$ cat src/core/monitor_entry_params.svh
// constants for the monitor entry block
// How it works
// - break asserts level 7 nonmaskable interrupt request to the processor
// - break request merges with pending target interrupts without losing them
// - break interrupt acknowledge cycle is hidden from the target bus
// - break acknowledge hidden from trace unless background tracing selected
// - emulator drives vector fetch data pointing at the monitor
// - further interrupts blocked while entry is in progress
// - mask set to max of monitor level and target mask level
// - break stacking goes to foreground memory at interrupt stack pointer
// - master mode target program also stacks on the master stack
// - any exception during entry makes the break fail
// - unterminated stacking or vector cycle is force terminated, entry completes
// - with breakpoints enabled a breakpoint instruction causes entry when the sequencer is in ENT_IDLE
// - breakpoint written to memory first, else substituted on fetch
// - eight hardware address match resources substitute breakpoint opcodes
// - breakpoint addresses are always compared as logical addresses
// - breakpoint acknowledge starts entry, then same as interrupt break
// - breakpoint acknowledge cycle stays visible on the target bus
// - emulator terminates breakpoint acknowledge immediately by itself
`ifndef MONITOR_ENTRY_PARAMS_SVH
`define MONITOR_ENTRY_PARAMS_SVH
`define ADDR_CTRL 12'h000
`define ADDR_MONLVL 12'h004
`define ADDR_VECTOR 12'h008
`define ADDR_HANGLIM 12'h00C
`define ADDR_STATUS 12'h010
`define ADDR_BKPT_EN 12'h014
`define ADDR_BKPT_BASE 12'h020
`define CTRL_BREAK 0
`define CTRL_BKPT_ENABLE 1
`define CTRL_BG_TRACE 2
`define ST_IN_MON 0
`define ST_FAILED 1
`define ST_HUNG 2
`define ST_BUSY 3
`define BREAK_LEVEL 3'h7
`define BKPT_OPCODE 16'h484F
`define HANG_LIMIT_RST 16'h0100
`define VECTOR_RST 32'h00000000
`endif

$ cat src/core/monitor_entry_pkg.sv
// types for the monitor entry block
package monitor_entry_pkg;
	typedef enum logic [2:0] {
		ENT_IDLE = 3'b000,
		ENT_ACK = 3'b001,
		ENT_STACK = 3'b011,
		ENT_VEC = 3'b010,
		ENT_DONE = 3'b110,
		ENT_FAIL = 3'b111
	} entry_state_t;
endpackage : monitor_entry_pkg

$ cat src/core/emulator_monitor_entry.sv
// monitor entry logic: break interrupt, breakpoints, hung cycles, apb regs
//
// Chosen here: the register offsets and the APB register port.
`timescale 1ns/100ps
`default_nettype none
`include "monitor_entry_params.svh"
module emulator_monitor_entry
	import monitor_entry_pkg::*;
#(
	parameter int NUM_BKPT = 8,
	parameter int AW = 32
) (
	input wire logic core_clk,
	input wire logic rst,
	input wire logic psel,
	input wire logic penable,
	input wire logic pwrite,
	input wire logic [11:0] paddr,
	input wire logic [31:0] pwdata,
	output logic [31:0] prdata,
	output logic pready,
	output logic pslverr,
	input wire logic [2:0] tgt_ipl,
	output logic [2:0] cpu_ipl,
	input wire logic cyc_start,
	input wire logic cyc_iack,
	input wire logic cyc_bkack,
	input wire logic cyc_fetch,
	input wire logic cyc_write,
	input wire logic [AW-1:0] cyc_addr,
	input wire logic [2:0] cyc_mask,
	input wire logic cyc_master,
	input wire logic tgt_ta,
	input wire logic tgt_tea,
	output logic tgt_show,
	output logic trace_show,
	output logic cpu_ta,
	output logic data_oe,
	output logic [31:0] data_out,
	output logic [2:0] mon_mask,
	output logic master_stack
);
	// target pin inputs go through two flops; first stage read only by second
	logic [2:0] ipl_s1_ff, ipl_ff;
	logic [1:0] ta_s1_ff, ta_ff;
	always_ff @(posedge core_clk or posedge rst) begin
		if (rst) begin
			ipl_s1_ff <= 3'h0;
			ipl_ff <= 3'h0;
			ta_s1_ff <= 2'h0;
			ta_ff <= 2'h0;
		end else begin
			ipl_s1_ff <= tgt_ipl;
			ipl_ff <= ipl_s1_ff;
			ta_s1_ff <= {tgt_tea, tgt_ta};
			ta_ff <= ta_s1_ff;
		end
	end

	// registers
	logic [2:0] ctrl_ff;
	logic [2:0] monlvl_ff;
	logic [31:0] vector_ff;
	logic [15:0] hanglim_ff;
	logic [NUM_BKPT-1:0] bken_ff;
	logic [AW-1:0] bkaddr_ff [NUM_BKPT];
	logic in_mon_ff, failed_ff, hung_ff;
	entry_state_t state_ff;
	logic [15:0] hang_cnt_ff;
	logic cyc_open_ff;

	wire wr_acc = psel & penable & pwrite;
	wire rd_acc = psel & penable & ~pwrite;
	wire entering = (state_ff != ENT_IDLE) && (state_ff != ENT_DONE)
		&& (state_ff != ENT_FAIL);

	// breakpoint slot index decode, used for read and write
	function automatic logic slot_hit(input logic [11:0] a, input int i);
		slot_hit = (a == 12'(`ADDR_BKPT_BASE + 4 * i));
	endfunction : slot_hit

	// control writes; break request self-clears once entry starts
	always_ff @(posedge core_clk or posedge rst) begin
		if (rst) begin
			ctrl_ff <= 3'h0;
			monlvl_ff <= 3'h0;
			vector_ff <= `VECTOR_RST;
			hanglim_ff <= `HANG_LIMIT_RST;
			bken_ff <= '0;
		end else begin
			if (wr_acc && paddr == `ADDR_CTRL) begin
				ctrl_ff <= pwdata[2:0];
			end else if (state_ff == ENT_ACK) begin
				ctrl_ff[`CTRL_BREAK] <= 1'b0;
			end
			if (wr_acc && paddr == `ADDR_MONLVL) begin
				monlvl_ff <= pwdata[2:0];
			end
			if (wr_acc && paddr == `ADDR_VECTOR) begin
				vector_ff <= pwdata;
			end
			if (wr_acc && paddr == `ADDR_HANGLIM) begin
				hanglim_ff <= pwdata[15:0];
			end
			if (wr_acc && paddr == `ADDR_BKPT_EN) begin
				bken_ff <= pwdata[NUM_BKPT-1:0];
			end
		end
	end

	// breakpoint address slots, compared on logical fetch addresses
	genvar g;
	logic [NUM_BKPT-1:0] bk_match;
	generate
		for (g = 0; g < NUM_BKPT; g++) begin : g_bk
			always_ff @(posedge core_clk or posedge rst) begin
				if (rst) begin
					bkaddr_ff[g] <= '0;
				end else if (wr_acc && slot_hit(paddr, g)) begin
					bkaddr_ff[g] <= pwdata[AW-1:0];
				end
			end
			// logical compare, independent of translation
			assign bk_match[g] = bken_ff[g] && cyc_addr == bkaddr_ff[g];
		end
	endgenerate
	// substitution on fetch only when memory could not be written
	wire bk_subst = cyc_start & cyc_fetch & ~cyc_write & (|bk_match)
		& ctrl_ff[`CTRL_BKPT_ENABLE];
	wire bkack_take = cyc_start & cyc_bkack & ctrl_ff[`CTRL_BKPT_ENABLE];

	// apb read mux; unmapped reads zero with slave error
	logic [31:0] nxt_prdata;
	logic nxt_err;
	always_comb begin
		nxt_prdata = 32'h0;
		nxt_err = 1'b0;
		case (paddr)
			`ADDR_CTRL: nxt_prdata = {29'h0, ctrl_ff};
			`ADDR_MONLVL: nxt_prdata = {29'h0, monlvl_ff};
			`ADDR_VECTOR: nxt_prdata = vector_ff;
			`ADDR_HANGLIM: nxt_prdata = {16'h0, hanglim_ff};
			`ADDR_STATUS: nxt_prdata = {28'h0, entering, hung_ff,
				failed_ff, in_mon_ff};
			`ADDR_BKPT_EN: nxt_prdata = {{(32-NUM_BKPT){1'b0}}, bken_ff};
			default: nxt_err = 1'b1;
		endcase
		for (int i = 0; i < NUM_BKPT; i++) begin
			if (slot_hit(paddr, i)) begin
				nxt_prdata = 32'(bkaddr_ff[i]);
				nxt_err = 1'b0;
			end
		end
	end

	// no wait state: answer in the cycle after setup
	always_ff @(posedge core_clk or posedge rst) begin
		if (rst) begin
			pready <= 1'b0;
			pslverr <= 1'b0;
			prdata <= 32'h0;
		end else begin
			pready <= psel & ~penable;
			pslverr <= psel & ~penable & nxt_err;
			if (psel & ~penable & ~pwrite) begin
				prdata <= nxt_prdata;
			end
		end
	end

	// hung cycle counter during entry cycles
	wire cyc_end_tgt = ta_ff[0] | ta_ff[1];
	wire hang_hit = cyc_open_ff && hang_cnt_ff >= hanglim_ff;
	always_ff @(posedge core_clk or posedge rst) begin
		if (rst) begin
			cyc_open_ff <= 1'b0;
			hang_cnt_ff <= 16'h0;
		end else if (cyc_start && entering && !cyc_bkack) begin
			cyc_open_ff <= 1'b1;
			hang_cnt_ff <= 16'h0;
		end else if (cyc_end_tgt || hang_hit) begin
			cyc_open_ff <= 1'b0;
		end else if (cyc_open_ff) begin
			hang_cnt_ff <= hang_cnt_ff + 16'h1;
		end
	end

	// entry sequencer
	always_ff @(posedge core_clk or posedge rst) begin
		if (rst) begin
			state_ff <= ENT_IDLE;
		end else begin
			case (state_ff)
				ENT_IDLE: begin
					if (bkack_take) begin
						state_ff <= ENT_STACK;
					end else if (ctrl_ff[`CTRL_BREAK]) begin
						state_ff <= ENT_ACK;
					end
				end
				ENT_ACK: if (cyc_start && cyc_iack) state_ff <= ENT_STACK;
				ENT_STACK, ENT_VEC: begin
					// any exception kills the break
					if (cyc_open_ff && ta_ff[1]) begin
						state_ff <= ENT_FAIL;
					end else if (cyc_start && !cyc_write && !cyc_fetch) begin
						state_ff <= ENT_VEC;
					end else if (state_ff == ENT_VEC && cyc_start && cyc_fetch) begin
						state_ff <= ENT_DONE;
					end
				end
				ENT_DONE: if (ctrl_ff[`CTRL_BREAK]) state_ff <= ENT_ACK;
				ENT_FAIL: if (ctrl_ff[`CTRL_BREAK]) state_ff <= ENT_ACK;
				default: state_ff <= ENT_IDLE;
			endcase
		end
	end

	// sticky failed and hung status, in_mon_ff follows ENT_DONE; set wins over clear by status write
	wire st_clr = wr_acc && paddr == `ADDR_STATUS;
	always_ff @(posedge core_clk or posedge rst) begin
		if (rst) begin
			in_mon_ff <= 1'b0;
			failed_ff <= 1'b0;
			hung_ff <= 1'b0;
		end else begin
			in_mon_ff <= (state_ff == ENT_DONE);
			if (state_ff == ENT_FAIL) failed_ff <= 1'b1;
			else if (st_clr && pwdata[`ST_FAILED]) failed_ff <= 1'b0;
			if (hang_hit) hung_ff <= 1'b1;
			else if (st_clr && pwdata[`ST_HUNG]) hung_ff <= 1'b0;
		end
	end

	// interrupt lines: break forces level 7, rest of entry forces 0, else pass target level through
	always_ff @(posedge core_clk or posedge rst) begin
		if (rst) begin
			cpu_ipl <= 3'h0;
		end else if (state_ff == ENT_ACK) begin
			cpu_ipl <= `BREAK_LEVEL;
		end else if (entering) begin
			cpu_ipl <= 3'h0;
		end else begin
			cpu_ipl <= ipl_ff; // target request kept, not latched
		end
	end

	// bus visibility, termination and data drive
	wire brk_ack = state_ff == ENT_ACK && cyc_start && cyc_iack;
	// data only on the vector read, never on the monitor's own fetches
	wire vec_fetch = state_ff == ENT_VEC && cyc_start && !cyc_write
		&& !cyc_fetch;
	always_ff @(posedge core_clk or posedge rst) begin
		if (rst) begin
			tgt_show <= 1'b1;
			trace_show <= 1'b1;
			cpu_ta <= 1'b0;
			data_oe <= 1'b0;
			data_out <= 32'h0;
		end else begin
			tgt_show <= ~brk_ack;
			trace_show <= ~brk_ack | ctrl_ff[`CTRL_BG_TRACE];
			// acks end at once, no target wait
			cpu_ta <= brk_ack | bkack_take | hang_hit;
			data_oe <= brk_ack | vec_fetch | bk_subst;
			if (vec_fetch) begin
				data_out <= vector_ff;
			end else if (bk_subst) begin
				data_out <= {`BKPT_OPCODE, 16'h0};
			end else begin
				data_out <= 32'h0;
			end
		end
	end

	// mask level and stacking info on entry
	always_ff @(posedge core_clk or posedge rst) begin
		if (rst) begin
			mon_mask <= 3'h7;
			master_stack <= 1'b0;
		end else if (brk_ack || bkack_take) begin
			mon_mask <= (monlvl_ff > cyc_mask) ? monlvl_ff : cyc_mask;
			master_stack <= cyc_master;
		end
	end

	// assertions
	AST_BREAK_LVL: assert property (@(posedge core_clk) disable iff (rst)
		state_ff == ENT_ACK |=> cpu_ipl == 3'h7)
		else $error("break level not 7");
	AST_HIDE_ACK: assert property (@(posedge core_clk) disable iff (rst)
		brk_ack |=> !tgt_show)
		else $error("break ack shown to target");
	AST_TRACE: assert property (@(posedge core_clk) disable iff (rst)
		brk_ack && !ctrl_ff[2] |=> !trace_show)
		else $error("break ack shown to trace");
	AST_VECTOR: assert property (@(posedge core_clk) disable iff (rst)
		vec_fetch |=> data_oe && data_out == $past(vector_ff))
		else $error("vector data wrong");
	AST_BLOCK: assert property (@(posedge core_clk) disable iff (rst)
		entering && state_ff != ENT_ACK && $past(entering) |=> cpu_ipl == 3'h0)
		else $error("interrupt not blocked");
	AST_MASK: assert property (@(posedge core_clk) disable iff (rst)
		brk_ack |=> mon_mask >= $past(monlvl_ff) && mon_mask >= $past(cyc_mask))
		else $error("mask not max");
	AST_HUNG: assert property (@(posedge core_clk) disable iff (rst)
		hang_hit |=> cpu_ta && hung_ff)
		else $error("hung cycle not ended");
	AST_BKACK: assert property (@(posedge core_clk) disable iff (rst)
		bkack_take && state_ff == ENT_IDLE |=> cpu_ta && tgt_show)
		else $error("bkpt ack not ended at once");
endmodule : emulator_monitor_entry
`default_nettype wire

$ cat config.mk
export PLATFORM = sky130hd
export DESIGN_NAME = emulator_monitor_entry
export DESIGN_NICKNAME = d
export VERILOG_FILES = /design/src/core/monitor_entry_pkg.sv /design/src/core/emulator_monitor_entry.sv
export VERILOG_INCLUDE_DIRS = /design/src /design/src/core
export SDC_FILE = /design/constraint.sdc
export NUM_CORES = 1
export LEC_CHECK = 0
export BUFFER_PORTS_ARGS = -buffer_cell sky130_fd_sc_hd__buf_4
export CAP_MARGIN = 20
export CORE_UTILIZATION = 25
export CTS_BUF_LIST = sky130_fd_sc_hd__clkbuf_8
export DETAILED_ROUTE_END_ITERATION = 10
export PLACE_DENSITY = 0.43
export SLEW_MARGIN = 20
export SYNTH_ARGS = -nofsm -noshare
export SYNTH_HDL_FRONTEND = slang
export SYNTH_SLANG_ARGS = --single-unit
$ cat constraint.sdc
create_clock -name core_clk -period 19.3 [get_ports core_clk]
set_clock_uncertainty 0.1 [all_clocks]
set_input_delay 1.93 -clock core_clk [delete_from_list [all_inputs] [get_ports core_clk]]
set_output_delay 1.93 -clock core_clk [all_outputs]
set_load 0.02 [all_outputs]
==> results.cfg <==
[floorplanning]
die_h_um = 299
die_w_um = 299
pin_count = 172
rows = 108
start_util_pct = 25.3
fp.coreArea_um2 = 87200
dieArea_um2 = 89500

[place]
dpl-instance-area_um2 = 24500
port_buffers = 171
placed_cells = 3191
gp_congestion = 0.959
post-place-ws_ns = 13.75
dp_hpwl_um = 68500

[clocking]
cts_tree = done
ctsResizeCount = 0
numCtsBuffers = 84
clkSinkCount = 428
cts_root_buffer = clkbuf_8
clockBufferDepth = 3
cts_setup_buffers = 0
clk_pin_slew_ns = 0.06
insertion_delay_ns = 0.69
holdBufCountCts = 0
htreeDepth = 3

[yosys]
avgSynthCellArea_um2 = 11.2
ys_async_sr_fraction_pct = 100
synth.distinct_cells = 70
syn_nets = 2082
synth_fa_ha_area_share_pct = 1.13
ys.flop_type = dfrtp_1
muxShareOfSynthArea_pct = 16.8
ys_warn_count = 0
syn_inst = 1967
ys_ff_latch = 428
synth-edff-count = 0
yosysSeqAreaShare_pct = 48.5
synthTopCellsByArea = dfrtp_1 48%, mux2_2 9.3%, xnor2_1 8.1%
synth_top_area_share_pct = 47.8
syn-cell-area_um2 = 22100
synth_xor_area_share_pct = 10.6
synth_compound_area_share_pct = 8.81
synth_top_family_by_area = multiplexers
yosysTopAreaCell = dfrtp_1
synth-simple-area-share_pct = 10.5

[layout]
final.fill_count = 9067
area.growth.synth_to_final_pct = 18.2
mostFrequentLayoutCells = 422 x dfrtp_1, 205 x xnor2_1, 202 x buf_4
final_nets = 2237
drive_gt1_share_pct = 25.1
final_area_um2 = 26100
final_common_cell = dfrtp_1
stdcell_count = 3340

[sta]
fin_crit_ns = 4.84
finalCritPeriodShare_pct = 25.1
grt_setup_unrepaired = no
worst_pin_slew_ns = 1.13
hold_viol = 0
slew_viol_final = 0
fmax_ghz = 0.207
setup_viol = 0
fin_tns_setup_ns = 0
fin_ws_ns = 14.46
slew_headroom_pct = 24.6

[grt]
antenna_found_initial = 5
busiest_layer = met2
grt_pass1_wl_um = 134000
met2_usage_pct = 34.2
grtUsageMet3_pct = 3.58
grt_overflow = 0
grt_max_degree = 164
grtUsageTotal_pct = 21.0
grt_pass1_vias = 17400
grtUsageMet1_pct = 28.0

[detailed_routing]
drcViolationCount = 0
wl_um = 94400
vias_per_cell = 5.02
drt_iter0_markers = 1296
drtAntennaViolNets = 0
firstDrtPassIters = 7
wl_per_cell_um = 28.3
vias = 16800

[setup_path]
critical-path-top-delay-family = simple AND/OR/NAND/NOR gates
critPathBufInv = 2
crit_top_cell = buf_4
crit_path_max_incr_delay_ns = 0.67
cpMaxStageDelayCell = nor2_4
startpoint_type = input pin
worstPathArrival_ns = 5.29
critPathKind = input pin to flop
crit_fanout = 17
crit_required_ns = 19.76
worst_setup_path_end_kind = flop
path_cells = buf_4 -> nor4_4 -> and2_1 -> and3_1 -> nand2_2 -> nor2_4 -> buf_4 -> mux2_1

[pwr]
ir_drop_mv = 0.0502
p_total_mw = 2.08
power_leakage_nw = 12.1
power_density_nw_per_um2 = 79.8

[flow_run]
cap_viol_max_count = 0

[outcome]
status = finished, final reports clean

[hold_path]
min_path_type = flop to flop
[kinds of logic after synthesis]
group | Yosys count
flops | 428
buf+inv | 166
mux | 329
compound gates | 311
fa+ha+maj | 20
xor+xnor | 266
simple gates | 447
[synth_stat cells, drive strengths merged, types with 3 or more instances]
cell,number
a221oi,10
a31oi,15
xor2,61
o22ai,19
buf,54
dfstp,6
nor3,16
o21ai,96
nor2,93
dfrtp,422
nand3,27
a22o,4
a211oi,4
clkbuf,82
and2,29
nand2b,9
nand2,148
o22a,6
ha,20
a21o,7
inv,30
a22oi,39
a2bb2oi,3
and3,12
nor4,34
a221o,5
a21oi,75
o221ai,7
nor2b,4
mux2i,12
nand4,60
a222oi,6
mux2,315
and4,4
or2,3
xnor2,205
[sequential cells by signal, indices dropped and copies added, names as in the netlist, 2 cells and up]
name         count
ctrl_ff          3
ta_s1_ff         2
ipl_ff           3
bken_ff          8
state_ff         3
bkaddr_ff      256
cpu_ipl          3
prdata          32
hanglim_ff      16
monlvl_ff        3
vector_ff       32
ta_ff            2
mon_mask         3
ipl_s1_ff        3
hang_cnt_ff     16
data_out        32
[metal layers]
| layer | share of wire (%) | wire, µm |
|---|---|---|
| met1 | 44 | 41800 |
| met2 | 47 | 44700 |
| met3 | 5.2 | 4910 |
| met4 | 3.2 | 3040 |
| met5 | 0.013 | 12 |
[area by class of cell]
class	instances	area, µm²	share of cell area, %
Inverter	30	120	0.460
Timing Repair Buffer	205	1580	6.05
Clock inverter	43	204	0.781
Multi-Input combinational cell	1373	10600	40.6
Tap cell	1155	1450	5.54
Antenna cell	2	5.00	0.0192
Clock buffer	104	1430	5.48
Sequential cell	428	10700	41.1
[worst paths after layout]
kind                       depth (start not counted)              to          from  slack, ns
min                                                0       ipl_ff[1]  ipl_s1_ff[1]       0.25
max reg2reg                                        8    data_out[18]  bkaddr_ff[6]      16.11
max in group asynchronous                          4  hanglim_ff[12]           rst      15.63
max                                                8  bkaddr_ff[112]      paddr[9]      14.46
min in group asynchronous                          2    data_out[28]           rst       1.17
min reg2reg                                        0       ipl_ff[1]  ipl_s1_ff[1]       0.25
[stage by stage]
step                      hold WS, ns  util, %
after floorplan                 0.231        -
after global placement          0.237     28.0
after detailed placement        0.239     28.1
after CTS                       0.253     29.9
after global routing            0.257     30.0
final                           0.251     30.0
[power by group]
part           switching, mW  internal, mW
Combinational          0.149        0.0750
Clock                  0.426         0.486
Sequential            0.0252         0.923
Total                  0.600          1.48
No activity file was read; power rests on OpenSTA's default activity.
